[src/obcd_opt_map.svh]
// Purpose: option byte addresses, values and field positions
// Assumes: 16-bit debug-link address space, byte-wide option bytes
// Notes:   definitions only
`ifndef OBCD_OPT_MAP_SVH
`define OBCD_OPT_MAP_SVH

`define OBCD_ADDR_BASE      16'h4800
`define OBCD_ADDR_ROP       16'h4800
`define OBCD_ADDR_BOOT      16'h4802
`define OBCD_ADDR_DATA      16'h4803
`define OBCD_ADDR_RSVD      16'h4807
`define OBCD_ADDR_WDG       16'h4808
`define OBCD_IDX_ROP        4'h0
`define OBCD_IDX_BOOT       4'h2
`define OBCD_IDX_DATA       4'h3
`define OBCD_IDX_RSVD       4'h7
`define OBCD_IDX_WDG        4'h8
`define OBCD_NUM_BYTES      9
`define OBCD_FACTORY_VAL    8'h00
`define OBCD_RD_IDLE        8'h00
`define OBCD_RSVD_VAL       8'h00
`define OBCD_ROP_ENABLE     8'hAA
`define OBCD_BOOT_NONE      7'h00
`define OBCD_BOOT_VEC_MAX   7'h02
`define OBCD_BOOT_MSB       7
`define OBCD_WDG_HW_BIT     0
`define OBCD_WDG_HALT_BIT   1

`endif

[src/obcd_pkg.sv]
// Purpose: shared types of the option byte decoder
// Assumes: nothing beyond the map header
// Notes:   loader walks idle, copy, done once per reset
package obcd_pkg;
    typedef logic [7:0]  obcd_byte_type;
    typedef logic [15:0] obcd_addr_type;
    typedef enum logic [1:0] {
        LOAD_IDLE = 2'b00,
        LOAD_COPY = 2'b01,
        LOAD_DONE = 2'b10
    } obcd_load_type;
endpackage

[src/obcd_cfg_if.sv]
// Purpose: carries held option bytes to the decoder and decoded fields back
// Assumes: single clock domain
// Notes:   decoder outputs are flip-flops
`timescale 1ns/100ps
`default_nettype none
interface obcd_cfg_if;
    logic [7:0] ropByte;
    logic [7:0] bootByte;
    logic [7:0] dataByte;
    logic [7:0] wdgByte;
    logic       held;
    logic       readoutProtect;
    logic [6:0] bootPages;
    logic       bootVectorsOnly;
    logic       bootEnable;
    logic       bootWriteProtect;
    modport holder  (output ropByte, bootByte, dataByte, wdgByte, held,
                     input readoutProtect, bootPages, bootVectorsOnly, bootEnable, bootWriteProtect);
    modport decoder (input ropByte, bootByte, dataByte, wdgByte, held,
                     output readoutProtect, bootPages, bootVectorsOnly, bootEnable, bootWriteProtect);
endinterface
`default_nettype wire

[src/obcd_config_decoder.sv]
// Purpose: option byte store, programming path and held configuration
// Assumes: write strobe comes from debug-link logic on mclk; mode pin is asynchronous
// Notes:   programmed bytes take effect only after the next reset
`timescale 1ns/100ps
`default_nettype none
`include "obcd_opt_map.svh"

// What this block does
// - option writes only in programming mode via link
// - protection byte 0xAA enables readout protection
// - size 0 none; 1-2 vectors only
// - size 3: pages 0-1 vectors, page 2 protected
// - size 0x7F protects pages 0-126, scaling between
// - boot size top bit forced to zero
module obcd_config_decoder (
    // clock and reset
    input  wire logic             mclk,
    input  wire logic             rst_n,
    // programming link side
    input  wire logic             icpModePin,
    input  wire logic             progWrite,
    input  wire logic             progRead,
    input  wire obcd_pkg::obcd_addr_type progAddr,
    input  wire obcd_pkg::obcd_byte_type progWrData,
    output var  obcd_pkg::obcd_byte_type progRdData,
    output var  logic             progAck,
    output var  logic             progReject,
    // decoded configuration
    output var  logic             configValid,
    output var  logic             readoutProtectEn,
    output var  logic             bootAreaEnable,
    output var  logic             bootVectorsOnly,
    output var  logic             bootWriteProtect,
    output var  logic [6:0]       bootAreaPages,
    output var  obcd_pkg::obcd_byte_type dataAreaSize,
    output var  logic             watchdogHaltOption,
    output var  logic             watchdogHwStartOption
);
    import obcd_pkg::*;

    obcd_byte_type optStore [`OBCD_NUM_BYTES] = '{default: `OBCD_FACTORY_VAL};
    obcd_byte_type ropHeld_reg;
    obcd_byte_type bootHeld_reg;
    obcd_byte_type dataHeld_reg;
    obcd_byte_type wdgHeld_reg;
    obcd_load_type loadState_reg;
    obcd_load_type loadState_next;
    logic          icpMeta_reg;
    logic          icpSync_reg;
    logic          writeOk;
    logic [3:0]    wrIdx;
    obcd_cfg_if    cfg ();

    // byte positions that hold an option; the gaps are unmapped
    function automatic logic isOption(input obcd_addr_type a);
        if (a == `OBCD_ADDR_ROP) begin
            return 1'b1;
        end else if (a == `OBCD_ADDR_BOOT) begin
            return 1'b1;
        end else if (a == `OBCD_ADDR_DATA) begin
            return 1'b1;
        end else if (a == `OBCD_ADDR_RSVD) begin
            return 1'b1;
        end else if (a == `OBCD_ADDR_WDG) begin
            return 1'b1;
        end else begin
            return 1'b0;
        end
    endfunction

    function automatic logic [3:0] byteIndex(input obcd_addr_type a);
        obcd_addr_type d;
        d = a - `OBCD_ADDR_BASE;
        return d[3:0];
    endfunction

    // mode pin is asynchronous, two flops before use
    always_ff @(posedge mclk or negedge rst_n) begin
        if (!rst_n) begin
            icpMeta_reg <= 1'b0;
            icpSync_reg <= 1'b0;
        end else begin
            icpMeta_reg <= icpModePin;
            icpSync_reg <= icpMeta_reg;
        end
    end

    // reserved byte must stay zero, so anything else is refused
    assign wrIdx   = byteIndex(progAddr);
    assign writeOk = progWrite && icpSync_reg && isOption(progAddr)
                     && !(wrIdx == `OBCD_IDX_RSVD && progWrData != `OBCD_RSVD_VAL);

    // non-volatile row: survives reset, factory value at power-up only
    always_ff @(posedge mclk) begin
        if (writeOk) begin
            optStore[wrIdx] <= progWrData;
        end
    end

    // write answer, one cycle after the strobe
    always_ff @(posedge mclk or negedge rst_n) begin
        if (!rst_n) begin
            progAck    <= 1'b0;
            progReject <= 1'b0;
        end else begin
            progAck    <= writeOk;
            progReject <= progWrite && !writeOk;
        end
    end

    // readback of the stored row; unmapped reads give zero
    always_ff @(posedge mclk or negedge rst_n) begin
        if (!rst_n) begin
            progRdData <= `OBCD_RD_IDLE;
        end else if (progRead) begin
            progRdData <= isOption(progAddr) ? optStore[byteIndex(progAddr)] : `OBCD_RD_IDLE;
        end
    end

    // loader: copy once after release, then freeze until reset
    always_comb begin
        case (loadState_reg)
            LOAD_IDLE: loadState_next = LOAD_COPY;
            LOAD_COPY: loadState_next = LOAD_DONE;
            LOAD_DONE: loadState_next = LOAD_DONE;
            default:   loadState_next = LOAD_IDLE;
        endcase
    end

    always_ff @(posedge mclk or negedge rst_n) begin
        if (!rst_n) begin
            loadState_reg <= LOAD_IDLE;
        end else begin
            loadState_reg <= loadState_next;
        end
    end

    // holding copy; later programming does not disturb it
    always_ff @(posedge mclk or negedge rst_n) begin
        if (!rst_n) begin
            ropHeld_reg  <= `OBCD_FACTORY_VAL;
            bootHeld_reg <= `OBCD_FACTORY_VAL;
            dataHeld_reg <= `OBCD_FACTORY_VAL;
            wdgHeld_reg  <= `OBCD_FACTORY_VAL;
        end else if (loadState_reg == LOAD_COPY) begin
            ropHeld_reg  <= optStore[`OBCD_IDX_ROP];
            bootHeld_reg <= optStore[`OBCD_IDX_BOOT];
            dataHeld_reg <= optStore[`OBCD_IDX_DATA];
            wdgHeld_reg  <= optStore[`OBCD_IDX_WDG];
        end
    end

    assign cfg.ropByte  = ropHeld_reg;
    assign cfg.bootByte = bootHeld_reg;
    assign cfg.dataByte = dataHeld_reg;
    assign cfg.wdgByte  = wdgHeld_reg;
    assign cfg.held     = (loadState_reg == LOAD_DONE);

    obcd_field_decoder u_decoder (
        .mclk  (mclk),
        .rst_n (rst_n),
        .cfg   (cfg)
    );

    // decoded flags come from decoder flops; plain bytes registered here
    assign readoutProtectEn = cfg.readoutProtect;
    assign bootAreaEnable   = cfg.bootEnable;
    assign bootVectorsOnly  = cfg.bootVectorsOnly;
    assign bootWriteProtect = cfg.bootWriteProtect;
    assign bootAreaPages    = cfg.bootPages;

    always_ff @(posedge mclk or negedge rst_n) begin
        if (!rst_n) begin
            configValid           <= 1'b0;
            dataAreaSize          <= `OBCD_FACTORY_VAL;
            watchdogHaltOption    <= 1'b0;
            watchdogHwStartOption <= 1'b0;
        end else begin
            configValid           <= cfg.held; // one cycle after copy, aligned with decoder
            dataAreaSize          <= cfg.dataByte;
            watchdogHaltOption    <= cfg.wdgByte[`OBCD_WDG_HALT_BIT];
            watchdogHwStartOption <= cfg.wdgByte[`OBCD_WDG_HW_BIT];
        end
    end
endmodule // obcd_config_decoder
`default_nettype wire

[src/obcd_field_decoder.sv]
// Purpose: turns held option bytes into protection settings
// Assumes: inputs change only while the loader copies after reset
// Notes:   one cycle of latency from held bytes to decoded flags
`timescale 1ns/100ps
`default_nettype none
`include "obcd_opt_map.svh"
module obcd_field_decoder (
    // clock and reset
    input  wire logic     mclk,
    input  wire logic     rst_n,
    // held bytes in, decoded fields out
    obcd_cfg_if.decoder   cfg
);
    import obcd_pkg::*;

    logic [6:0] bootSize;

    // top bit never counts, whatever the stored byte holds
    assign bootSize = cfg.bootByte[`OBCD_BOOT_MSB-1:0];

    // decoded flags, refreshed every cycle from the held copy
    always_ff @(posedge mclk or negedge rst_n) begin
        if (!rst_n) begin
            cfg.readoutProtect   <= 1'b0;
            cfg.bootPages        <= 7'h00;
            cfg.bootVectorsOnly  <= 1'b0;
            cfg.bootEnable       <= 1'b0;
            cfg.bootWriteProtect <= 1'b0;
        end else begin
            cfg.readoutProtect   <= (cfg.ropByte == `OBCD_ROP_ENABLE);
            cfg.bootPages        <= bootSize;
            cfg.bootEnable       <= (bootSize != `OBCD_BOOT_NONE);
            cfg.bootVectorsOnly  <= (bootSize != `OBCD_BOOT_NONE) && (bootSize <= `OBCD_BOOT_VEC_MAX);
            cfg.bootWriteProtect <= (bootSize > `OBCD_BOOT_VEC_MAX);
        end
    end
endmodule // obcd_field_decoder
`default_nettype wire

[config.mk]
export PLATFORM = sky130hd
export DESIGN_NAME = obcd_config_decoder
export DESIGN_NICKNAME = d
export VERILOG_FILES = /design/src/obcd_pkg.sv /design/src/obcd_cfg_if.sv /design/src/obcd_config_decoder.sv /design/src/obcd_field_decoder.sv
export VERILOG_INCLUDE_DIRS = /design/src
export SDC_FILE = /design/constraint.sdc
export NUM_CORES = 1
export LEC_CHECK = 0
export ABC_AREA = 1
export BUFFER_PORTS_ARGS = -buffer_cell sky130_fd_sc_hd__buf_2
export CAP_MARGIN = 20
export CORE_MARGIN = 3
export CORE_UTILIZATION = 34
export CTS_CLUSTER_SIZE = 30
export DETAILED_ROUTE_END_ITERATION = 8
export HOLD_SLACK_MARGIN = 0.02
export PLACE_DENSITY = 0.49
export RECOVER_POWER = 100
export SLEW_MARGIN = 10
export SYNTH_ARGS = -nofsm -noshare
export SYNTH_HDL_FRONTEND = slang
export SYNTH_SLANG_ARGS = --single-unit
[constraint.sdc]
create_clock -name mclk -period 3 [get_ports mclk]
set_input_delay 0.3 -clock mclk [delete_from_list [all_inputs] [get_ports mclk]]
set_output_delay 0.3 -clock mclk [all_outputs]
set_load 0.1 [all_outputs]
=== After elaboration in Yosys (flattened, before gate mapping) ===
Memory sizes are Yosys's and may differ from the RTL's. A register that Yosys moved wholly into a read port is not among the register bits.
Cells that the tools add are included.

* Register bits: 36
* Bits in writable memories: 72
* Input port bits: 29
* Word-level logic and storage cells: 54
* Memories kept: 1

{| class="wikitable"
|+ Memory list
! name !! depth !! bits a word !! read ports !! clocked after memory_dff !! write ports !! RTL line !! RTL
|-
| optStore || 9 || 8 || 5 || 4 || 1 || obcd_config_decoder.sv:41 || <nowiki>obcd_byte_type optStore [`OBCD_NUM_BYTES] = '{default: `OBCD_FACTORY_VAL};</nowiki>
|}

* Add/subtract/negate cells: 1
* $lt $le $gt $ge: 2
* Equal/unequal tests: 9
* Multiplexer cells: 10
* Reduce and logical (&&, ||, !) cells: 16

{| class="wikitable"
|+ Operators with widths
! kind !! count
|-
| 16-bit by 15-bit equality test with 1-bit output, second input constant || 5
|-
| 8-bit equality test, second input constant || 1
|-
| 1-bit two-way mux || 8
|-
| 8-bit two-way mux || 1
|-
| 8-bit nonzero test || 1
|-
| 7-bit by 2-bit greater-than comparator with 1-bit output, second input constant || 1
|-
| 7-bit by 2-bit <= comparator with 1-bit output, second input constant || 1
|-
| 7-bit nonzero test || 1
|-
| 1-bit logical AND || 6
|-
| 1-bit logical NOT || 6
|-
| 4-bit by 3-bit equality test with 1-bit output, second input constant || 1
|-
| 2-bit one-hot mux with 2 select lines || 1
|-
| 4-bit by 1-bit subtractor with 4-bit output, second input constant || 1
|-
| 2-bit by 1-bit equality test with 1-bit output, second input constant || 1
|-
| 2-bit equality test, second input constant || 1
|-
| 2-bit logical NOT || 1
|-
| 2-bit OR reduction || 1
|}

=== Depth between registers and ports, before layout ===
Gate-level depths: netlist of run 1.

* Word-level depth: 10
* Mapped depth: 9
* Depth with buffers taken out: 9

=== Hierarchy ===
Synthesis of run 1 repeated with hierarchy kept, for this count alone.

* Cells, all modules: 686
* Area, all modules: 6752.7 um^2

{| class="wikitable"
|+ By module, submodules not included
! module !! times used !! cells each !! area an instance (um^2)
|-
| obcd_config_decoder || 1 || 656 || 6389.9
|-
| obcd_field_decoder || 1 || 30 || 362.8
|}

=== Worst setup path after synthesis of run 1 ===
OpenSTA, ideal clock, no wires.

* Kind: input to register
* From: input progAddr[13]
* To: memory optStore[7][0] (netlist name) (enable)
* Setup time: 385 ps
* Arrival time: 1571 ps
* Data required time: 2615 ps
* Path slack: 1044 ps
* Stages: 4
* Buffers on the path: 0
* Cells stage by stage: or2_2 > nor2_1 > nand3_4 > nor3b_1

* Cells in the longest elaborated chain, start to end: 10
* Elaborated cells on any way between the ends: 14

{| class="wikitable"
|+ RTL lines
! element !! RTL line !! RTL
|-
| start: declaration || obcd_config_decoder.sv:23 || <nowiki>input wire obcd_pkg::obcd_addr_type progAddr,</nowiki>
|-
| 16-bit by 15-bit equality test with 1-bit output (no source line) || -- ||
|-
| 1-bit two-way mux || obcd_config_decoder.sv:64 || <nowiki>end else if (a == `OBCD_ADDR_WDG) begin</nowiki>
|-
| 1-bit two-way mux || obcd_config_decoder.sv:62 || <nowiki>end else if (a == `OBCD_ADDR_RSVD) begin</nowiki>
|-
| 1-bit two-way mux || obcd_config_decoder.sv:60 || <nowiki>end else if (a == `OBCD_ADDR_DATA) begin</nowiki>
|-
| 1-bit two-way mux || obcd_config_decoder.sv:58 || <nowiki>end else if (a == `OBCD_ADDR_BOOT) begin</nowiki>
|-
| 1-bit two-way mux (*) || obcd_config_decoder.sv:56 || <nowiki>if (a == `OBCD_ADDR_ROP) begin</nowiki>
|-
| 1-bit logical AND (*) (2 in a row) || obcd_config_decoder.sv:90 || <nowiki>assign writeOk = progWrite && icpSync_reg && isOption(progAddr)</nowiki>
|-
| 1-bit two-way mux (*) || obcd_config_decoder.sv:95 || <nowiki>if (writeOk) begin</nowiki>
|-
| 1-bit two-way mux (not written as such) (*) || obcd_config_decoder.sv:96 || <nowiki>optStore[wrIdx] <= progWrData;</nowiki>
|-
| end: declaration || obcd_config_decoder.sv:41 ||
|}

Every way passes the cells marked *; elsewhere a longest branch is shown, timed or not.

=== Worst setup path after layout of run 1 ===
* From: input progAddr[0]
* To: memory optStore[7][6] (netlist name) (enable)

* Cells in the longest elaborated chain, start to end: 10
* Elaborated cells on any way between the ends: 18

{| class="wikitable"
|+ RTL lines
! element !! RTL line
|-
| 16-bit by 15-bit equality test with 1-bit output (no source line) || --
|-
| 1-bit two-way mux || obcd_config_decoder.sv:64
|-
| 1-bit two-way mux || obcd_config_decoder.sv:62
|-
| 1-bit two-way mux || obcd_config_decoder.sv:60
|-
| 1-bit two-way mux || obcd_config_decoder.sv:58
|-
| 1-bit two-way mux || obcd_config_decoder.sv:56
|-
| 1-bit logical AND (2 in a row) || obcd_config_decoder.sv:90
|-
| 1-bit two-way mux || obcd_config_decoder.sv:95
|-
| 1-bit two-way mux (not written as such) || obcd_config_decoder.sv:96
|}

Several ways; a longest one is shown, not always the timed one.

==> impl_results.md, run 1 <==
* Pwr per Cell Area at 652 nW/um2
* Clk Latency, worst-skew pair at 410 ps
* Area growth syn-to-layout at 22.8%
* FF+latch count, synth at 133
* Reg-to-reg endpoint: cfg.ropByte[0]
* Peak supply drop at 0.609 mV
* Hold Crit Depth at 3
* Sw Ratio at 20.8%
* Arrival time worst endpoint at 2410 ps
* CP Class: primary input to flip-flop
* Sequential share of power at 48.2%
* Routed wire length at 11200 um
* TritonRoute pass-1 iters at 4
* Static leakage at 2.83 nW
* Minimum clock period at 2310 ps
* Crit-path max FO at 20
* F_max at 432 MHz
* Final WS setup at 686 ps
* DR WL/cell at 14.4 um
* Non-filler instance count after layout at 773
* GPL Wtd Cong at 0.881
* Clock Skews at 6.02 ps
* Final ANT Viol Nets at 0
* Hold slack at 124 ps
* Port Buffer Count at 60
* Count of cell types in the netlist at 28
* Clock Tree Buf Depth at 2
* DRC at 0
* N_diodes at 0
* CP Capture Type: flip-flop
* Post-Syn Area per Cell at 11.1 um2
* Max reg flops at 72
* Largest net degree at the start of global routing at 28
* Clock slew at reported path FFs at 60 ps
* CTS tree: built
* Reg2reg path depth at 4
* Critical Path Most Common Cell: clkbuf_1
* H-tree Lvls at 4
* Cells after synthesis at 464
* Setup TNS at 0 ps
* Num ports at 61
* Slowest-stage cell, CP: clkbuf_1
* Buf/Inv on CP at 4
* Iter 0 DRT Violations at 221
* HPWL Detailed at 8110 um
* Share of cells above drive strength 1 at 10.7%
* Post-synthesis sequential area ratio at 71.7%
* Die Wd at 129 um
* Worst-margin pin slew at 1370 ps
* Worst slack, placed at 671 ps
* RSZ-0062 raised after global routing: no
* Total core area at 14600 um2
* Reg-to-reg startpoint: loadState_reg[1]
* Setup crit start kind: primary input
* Post-CTS setup buffer count at 0
* Hold path endpoint: progReject
* Post-Syn Area at 5140 um2
* Comb pwr share at 4.3%
* Largest Register: optStore
* Rows at 44
* Power Total at 4.12 mW
* Maxcap violations at 0
* Die height at 129 um
* Total track usage at 14.6%
* Sink Count at 133
* Final Hold Viols at 0
* Number of fillers in the final layout at 1449
* Outcome: complete, no violations
* Antenna violations before repair at 0
* Total Nets Final at 608
* Int Pwr at 3.26 mW
* Hold Path Class: primary input to flip-flop
* Crit path cell chain: clkbuf_1, clkbuf_1, nand2_1, inv_1, nand2_1, o21bai_1, nor3b_1, clkbuf_1
* TritonCTS Buffers at 17
* Vias in the first global route at 3473
* Critical path's largest stage delay at 680 ps
* # setup viols final at 0
* Clock Power Share at 47.5%
* Die area at 16600 um2
* Hold Startpoint: progWrite
* Data required time of the worst path at 3090 ps
* Worst R2R Setup Slack at 980 ps
* P_sw at 855 uW
* Number of synthesis warnings at 0
* Initial core utilization at 35.1%
* Avg Vias per Cell at 4.33
* Top delay family on crit path: buffers and inverters
* Global-route wire length before repair at 18100 um
* Congestion Overflow GR at 0
* CTS Root Cell: clkbuf_16
* Period utilisation layout at 77.1%
* Count of final max-slew check failures at 0
* Placed Cells at 739
* Total number of vias at 3344
* Slew headroom at 8.67%
[metal layers]
layer / vias up / wire [um] / track usage (%)
met4: 0 / 219 / 6.18
met5: - / 0 / 0
met2: 83 / 5090 / 21.7
met1: 1560 / 5160 / 20.1
met3: 16 / 704 / 4.32
li1: 1685 / - / -
[worst max path at each step]
stage                     depth (start not counted)  slack [ps]                  to          from
after CTS                                         9        1110      optStore[3][1]   progAddr[1]
after global routing                              3         460  watchdogHaltOption         rst_n
after global placement                            9         750      optStore[3][2]   progAddr[1]
after floorplan                                   4        1040      optStore[7][0]  progAddr[13]
final                                             8         690      optStore[7][6]   progAddr[0]
after detailed placement                          9         670      optStore[3][2]   progAddr[1]
[tightest hold or removal path: cells and delay by family]
family	cells	cell delay, ps
buffers and inverters	2	160
and+or+nand+nor	1	40
[kinds of logic after synthesis]
kind of cell	after synthesis	share of synthesized area, %
fa+ha+maj	3	0.730
compound gates	37	3.77
other cells	1	0.0729
buf+inv	65	4.96
mux	6	1.31
flops	133	71.7
simple gates	219	17.4
[placed cells by master, fill, tap and decap left out]
master           n
a21oi_1         29
buf_2           18
buf_4            1
bufinv_16        1
clkbuf_1        52
clkbuf_16       18
clkbuf_2         1
clkbuf_8         3
clkinv_1         4
clkinv_2         2
conb_1          32
dfrtp_1         61
dlygate4sd3_1    2
edfxtp_1        72
ha_1             3
inv_1           51
inv_2            3
inv_4            3
mux2_2           6
nand2_1        131
nand2_4          1
nand3_1         10
nand3_4          1
nand4_1          3
nor2_1          65
nor2_2           2
nor2_4           2
nor3_1           2
nor3b_1          1
o211ai_1         1
o21ai_0          6
o21bai_1         1
or2_2            1
[Yosys cell counts]
cell	instances	area share, %
nand2_1	130	9.5
edfxtp_1	72	42
nor2_1	65	4.7
dfrtp_1	61	30
inv_1	51	3.7
a21oi_1	29	2.8
nand3_1	10	0.97
mux2_2	6	1.3
o21ai_0	6	0.58
clkbuf_1	4	0.29
buf_2	3	0.29
ha_1	3	0.73
inv_2	3	0.22
nand4_1	3	0.37
buf_1	2	0.15
nor2_2	2	0.24
nor2_4	2	0.44
nor3_1	2	0.19
buf_6	1	0.22
clkinv_1	1	0.073
conb_1	1	0.073
nand2_2	1	0.12
nand2_4	1	0.22
nand3_4	1	0.34
nor3b_1	1	0.15
o211ai_1	1	0.15
o21bai_2	1	0.22
or2_2	1	0.12
[through the flow]
step	cell area, um2	utilization [%]
after floorplan	5260	-
after global placement	5810	39.7
after detailed placement	5810	39.7
after CTS	6400	43.7
after global routing	6310	43.1
final	6310	43.1
[final cells by class]
cell class                      count  area [um2]  area share [%]
Sequential cell                   133        3690            58.4
Multi-Input combinational cell    297        1310            20.7
Clock buffer                       23         499            7.91
Timing Repair Buffer               72         310            4.92
Tap cell                          184         230            3.65
Inverter                           55         206            3.27
Clock inverter                      9        70.1            1.11
[power by group through the flow]
| stage | clock [mW] | combinational (mW) | sequential [mW] |
|---|---|---|---|
| finish | 1.96 | 0.177 | 1.98 |
| global route | 2.09 | 0.206 | 1.99 |
| CTS | 2.01 | 0.186 | 1.98 |
| detailed placement | 0 | 0.184 | 2.02 |
| global placement | 0 | 0.182 | 2.02 |
| floorplan | 0 | 0.0888 | 2.02 |
[timing repair]
action / in CTS / in global routing
gates resized for setup: 0 / 0
hold endpoints to repair: 25 / 0
hold buffers: 2 / 0
(Power assumes the default switching activity.)
==> run 2, diff against run 1 <==
Settings changed: ABC_AREA 1 to 0, PLACE_DENSITY 0.49 to 0.51.
Clock period 3 ns to 2 ns, I/O delays scaled along.
==> run 2 against run 1 <==
Against the previous run: area after synthesis shrank 2.0%; critical endpoint is now optStore[8][0]; clock power rose by 47%; synthesized cell count shrank 42%; worst hold slack improved by 72 ps; final area up 0.42%; combinational power grew 51%.
==> impl_results.md, run 2 <==
* Outcome: complete, no violations
* Count of final max-slew check failures at 0
* Hold slack at 196 ps
* Minimum clock period at 1870 ps
* Total Nets Final at 428
* CTS Root Cell: clkbuf_16
* Hold Crit Depth at 3
* Area growth syn-to-layout at 25.8%
* CTS tree: built
* Crit path cell chain: buf_2, nor4_1, a21o_1, nand3_1, nor4_1, clkbuf_4
* Arrival time worst endpoint at 1980 ps
* CP Class: primary input to flip-flop
* Most frequent cells in the layout: edfxtp_1 (72), dfrtp_1 (61), clkbuf_2 (36)
* Post-Syn Area at 5040 um2
* Sink Count at 133
* Clock slew at reported path FFs at 50 ps
* Initial core utilization at 35.5%
* Comb pwr share at 4.4%
* Num ports at 61
* Slowest-stage cell, CP: nor4_1
* Post-Syn Area per Cell at 18.8 um2
* Routed wire length at 10300 um
* Sequential share of power at 48.5%
* Number of fillers in the final layout at 1310
* TritonCTS Buffers at 17
* Main flop type after synthesis: edfxtp_1
* Int Pwr at 4.92 mW
* Ys async rst share at 45.9%
* Setup crit start kind: primary input
* Global-route wire length before repair at 16400 um
* Crit-path max FO at 8
* H-tree Lvls at 4
* RSZ-0062 raised after global routing: no
* Non-filler instance count after layout at 589
* Final ANT Viol Nets at 0
* N_diodes at 0
* Placed Cells at 554
* Static leakage at 2.50 nW
* Period utilisation layout at 93.5%
* Clk Latency, worst-skew pair at 410 ps
* Largest Register: optStore
* Most frequent cell after synthesis: edfxtp_1
* Number of enable flip-flop cells after synthesis at 72
* Die area at 16300 um2
* Dominant cell type by area after synthesis: edfxtp_1
* Congestion Overflow GR at 0
* P_sw at 1.21 mW
* Vias in the first global route at 2919
* Maxcap violations at 0
* Cells after synthesis at 268
* Antenna violations before repair at 0
* Die height at 128 um
* Critical Path Most Common Cell: nor4_1
* DP Area at 5860 um2
* Total track usage at 13.9%
* Iter 0 DRT Violations at 164
* Most frequent cells after synthesis: edfxtp_1 (72), dfrtp_1 (61), mux2_2 (25), mux4_2 (12), nor2b_1 (9)
* Reg2reg path depth at 4
* HPWL Detailed at 7360 um
* Share of cells above drive strength 1 at 35.2%
* Post-synthesis sequential area ratio at 73.2%
* PostCTS Resize Cnt at 0
* Die Wd at 128 um
* Total number of vias at 2731
* Peak supply drop at 0.592 mV
* Clock Power Share at 47.1%
* Share of the synthesized area in the top cell type at 42.9%
* Max reg flops at 72
* FF+latch count, synth at 133
* Pwr per Cell Area at 966 nW/um2
* TritonRoute pass-1 iters at 4
* Number of synthesis warnings at 0
* Data required time of the worst path at 2110 ps
* Synth top area cells: edfxtp_1 (43%), dfrtp_1 (30%), mux2_2 (5.6%), mux4_2 (5.4%), mux4_1 (2.1%)
* Avg Vias per Cell at 4.64
* Commonest non-fill, non-tap cell in the layout: edfxtp_1
* DRC at 0
* # setup viols final at 0
* Clock Tree Buf Depth at 2
* Clock Skews at 5.16 ps
* Largest net degree at the start of global routing at 48
* Sw Ratio at 19.7%
* Port Buffer Count at 60
* Rows at 43
* Final instance area at 6340 um2
* Critical path's largest stage delay at 560 ps
* Hold Path Class: primary input to flip-flop
* Power Total at 6.12 mW
* DR WL/cell at 17.5 um
* F_max at 535 MHz
* Count of cell types in the netlist at 35
* Worst-margin pin slew at 786 ps
* Slew headroom at 47.6%
* CP Capture Type: flip-flop
* Final Hold Viols at 0
* Total core area at 14200 um2
* GPL Wtd Cong at 0.727
## run 2: cell types whose count changed in the layout (fill, tap and decap cells not counted), sizes merged, moves of 10 or more
cell,delta
mux4,+16
inv,-54
a21oi,-29
nor2b,+10
nor2,-64
buf,+16
mux2,+19
nand2,-130
## run 2: timing repair
item | in CTS | in global routing
hold endpoints to repair | 16 | 0
hold buffers | 3 | 0
buffers inserted | 0 | 0
## run 2: metal layers
metal  share of wire [%]  routed length [um]  GRT usage [%]  up-vias
li1                    -                   -              -     1274
met1                  44                4590           18.0     1382
met2                  49                5100           21.7       61
met3                 4.7                 481           4.50       14
met4                 1.5                 153           5.81        0
met5                   0                   0              0        -
## run 2: layout make-up
type / count / area (um2) / area share, %
clock buffers: 28 / 508 / 8.01
clock inverters: 4 / 43.8 / 0.691
inverters: 3 / 11.3 / 0.178
multi-input cells: 150 / 1350 / 21.3
flip-flops and latches: 133 / 3690 / 58.2
well taps: 180 / 225 / 3.55
repair buffers: 91 / 514 / 8.11
## run 2: kinds of logic (layout without fill, tap and decap cells)
logic type / count (synthesis) / after routing / synth area share, %
adders and majority gates: 3 / 3 / 0.745
other: 1 / 32 / 0.0744
and+or+nand+nor: 45 / 45 / 5.71
DFF: 133 / 133 / 73.2
xor gates and xnor gates: 1 / 1 / 0.174
buffers and inverters: 16 / 126 / 1.99
AOI/OAI and AO/OA: 28 / 28 / 5.07
muxes: 41 / 41 / 13.0
## run 2: per-stage QoR
stage | setup slack [ps] | TNS (ps) | util [%]
after global routing | 4.05 | 0 | 44.6
after global placement | -343 | -12980 | 41.3
after floorplan | -240 | -5770 | -
after CTS | 35.6 | 0 | 45.4
final | 130 | 0 | 44.6
after detailed placement | -383 | -13730 | 41.3
## run 2: power groups by stage
| stage | Combinational (mW) | Clock [mW] | Sequential, mW |
|---|---|---|---|
| floorplan | 0.140 | 0 | 3.03 |
| global placement | 0.289 | 0 | 3.02 |
| detailed placement | 0.290 | 0 | 3.02 |
| CTS | 0.296 | 2.95 | 2.97 |
| global route | 0.299 | 3.09 | 2.98 |
| finish | 0.268 | 2.88 | 2.97 |
## run 2: critical path: cells and delay by family
family          cells  cell delay, ps
simple gates        3            1150
buf+inv             2             430
compound gates      1             200
## run 2: final timing paths
check | start | end | slack (ps)
max | progWrData[0] | optStore[8][0] | 130
min | progRead | progRdData[0] | 200
max reg2reg | loadState_reg[1] | cfg.ropByte[5] | 270
min reg2reg | icpMeta_reg | icpSync_reg | 350
max in group asynchronous | rst_n | loadState_reg[0] | 380
min in group asynchronous | rst_n | cfg.dataByte[3] | 380
==> run 3, diff against run 2 <==
Settings changed: CORE_ASPECT_RATIO set to 0.7, SETUP_SLACK_MARGIN set to 0.15.
==> run 3 against run 2 <==
Against the previous run: global-route usage rose by 0.74 points; final cell count rose by 1.7%; worst setup slack improved by 84 ps; critical path depth fell by 1; die area rose by 0.14%; count of clock-buffer cells in the layout fell by 8; register-to-register slack got worse by 60 ps; worst hold slack got worse by 17 ps; final area rose by 1.2%; critical endpoint is now progRdData[0].
==> impl_results.md, run 3 (synthesized netlist as in run 2, its figures left out) <==
* F_max at 560 MHz
* # setup viols final at 0
* Hold Path Class: primary input to flip-flop
* Crit path cell chain: mux4_2, nor2b_1, a211oi_2, buf_4, o31ai_2
* Initial core utilization at 35.5%
* Die Wd at 152 um
* Period utilisation layout at 89.3%
* Slowest-stage cell, CP: mux4_2
* Data required time of the worst path at 2270 ps
* DRC at 0
* Rows at 36
* HPWL Detailed at 7930 um
* Pwr per Cell Area at 995 nW/um2
* Slew headroom at 13.3%
* Largest net degree at the start of global routing at 41
* Vias in the first global route at 2923
* CP Capture Type: flip-flop
* Worst-margin pin slew at 1300 ps
* Final Hold Viols at 0
* CTS Root Cell: clkbuf_16
* Share of cells above drive strength 1 at 37.9%
* Iter 0 DRT Violations at 217
* Power Total at 6.38 mW
* Finished Core Util at 45.2%
* Die area at 16300 um2
* Routed wire length at 11200 um
* Port Buffer Count at 60
* Maxcap violations at 0
* Peak supply drop at 0.548 mV
* H-tree Lvls at 4
* N_diodes at 0
* Global-route wire length before repair at 17200 um
* Clk Latency, worst-skew pair at 410 ps
* Num ports at 61
* Number of fillers in the final layout at 1308
* Minimum clock period at 1790 ps
* Total number of vias at 2810
* Clock Skews at 15.0 ps
* CP Class: flip-flop to flip-flop
* Outcome: complete, no violations
* Total track usage at 14.7%
* Final WS setup at 214 ps
* RSZ-0062 raised after global routing: no
* Commonest non-fill, non-tap cell in the layout: edfxtp_1
* Antenna violations before repair at 0
* Largest Register: optStore
* Max reg flops at 72
* Hold slack at 178 ps
* Total Nets Final at 428
* Setup crit start kind: flip-flop
* CTS tree: built
* Crit-path max FO at 2
* TritonRoute pass-1 iters at 4
* Clock Tree Buf Depth at 2
* Area growth syn-to-layout at 27.3%
* Setup TNS at 0 ps
* Static leakage at 2.52 nW
* Final ANT Viol Nets at 0
* DR WL/cell at 18.6 um
* Most frequent cells in the layout: edfxtp_1 (72), dfrtp_1 (61), clkbuf_2 (38)
* Total core area at 14200 um2
* Arrival time worst endpoint at 2050 ps
* Die height at 108 um
* Congestion Overflow GR at 0
* GPL Wtd Cong at 0.785
* Worst slack, placed at -38.3 ps
* Avg Vias per Cell at 4.69
* TritonCTS Buffers at 17
* Count of final max-slew check failures at 0
* Sink Count at 133
* Critical path's largest stage delay at 500 ps
* Clock slew at reported path FFs at 60 ps
-- run 3: changes by cell type in the layout (fill, tap and decap cells not counted), sizes merged --
cell	before	now
clkbuf	81	74
bufinv	1	2
buf	35	34
clkinv	3	5
clkinvlp	0	3
inv	3	5
-- run 3: worst paths after layout --
| check | start | to | slack, ps | cells past startpoint |
|---|---|---|---|---|
| setup / recovery | optStore[0][0] | progRdData[0] | 210 | 5 |
| hold / removal | progRead | progRdData[7] | 180 | 3 |
| setup reg to reg | optStore[0][0] | progRdData[0] | 210 | 5 |
| hold reg to reg | icpMeta_reg | icpSync_reg | 350 | 0 |
| max in group asynchronous | rst_n | bootHeld_reg[5] | 550 | 3 |
| min in group asynchronous | rst_n | dataAreaSize[6] | 620 | 2 |
-- run 3: worst max-delay path, delay by kind of cell (launching register included) --
| kind | cells | cell delay, ps |
|---|---|---|
| simple gates | 1 | 150 |
| compound gates | 2 | 360 |
| mux | 1 | 500 |
| buf+inv | 1 | 180 |
| flops | 1 | 470 |
-- run 3: layer usage --
layer / global-route usage [%] / wire [um]
met5: 0 / 0
met4: 4.04 / 99
met3: 4.21 / 556
met2: 21.0 / 5020
met1: 21.8 / 5500
-- run 3: power breakdown --
group	switching, mW	total, mW	leakage (nW)	internal (mW)
clock network	1.15	3.11	0.291	1.97
registers	0.0132	2.97	1.40	2.96
logic	0.173	0.295	0.834	0.122
-- run 3: area by class of cell --
class,count,area (um2),share of cell area (%)
Clock inverter,12,124,1.93
Inverter,3,11.3,0.176
Clock buffer,20,478,7.45
Multi-Input combinational cell,150,1370,21.3
Tap cell,190,238,3.71
Timing Repair Buffer,91,510,7.96
Sequential cell,133,3690,57.5
-- run 3: per-stage QoR --
stage | cell area (um2) | std cells
4_1_cts | 6510 | 599
5_1_grt | 6420 | 599
3_3_place_gp | 5870 | 564
2_1_floorplan | 5180 | 299
6_report | 6420 | 599
3_5_place_dp | 5870 | 564
-- run 3: repair_timing --
item | in CTS | in global routing
hold buffers | 3 | 0
gates resized for setup | 1 | 0
endpoints found under the setup margin | 1 | 0
setup buffers | 0 | 0
hold endpoints to repair | 23 | 0
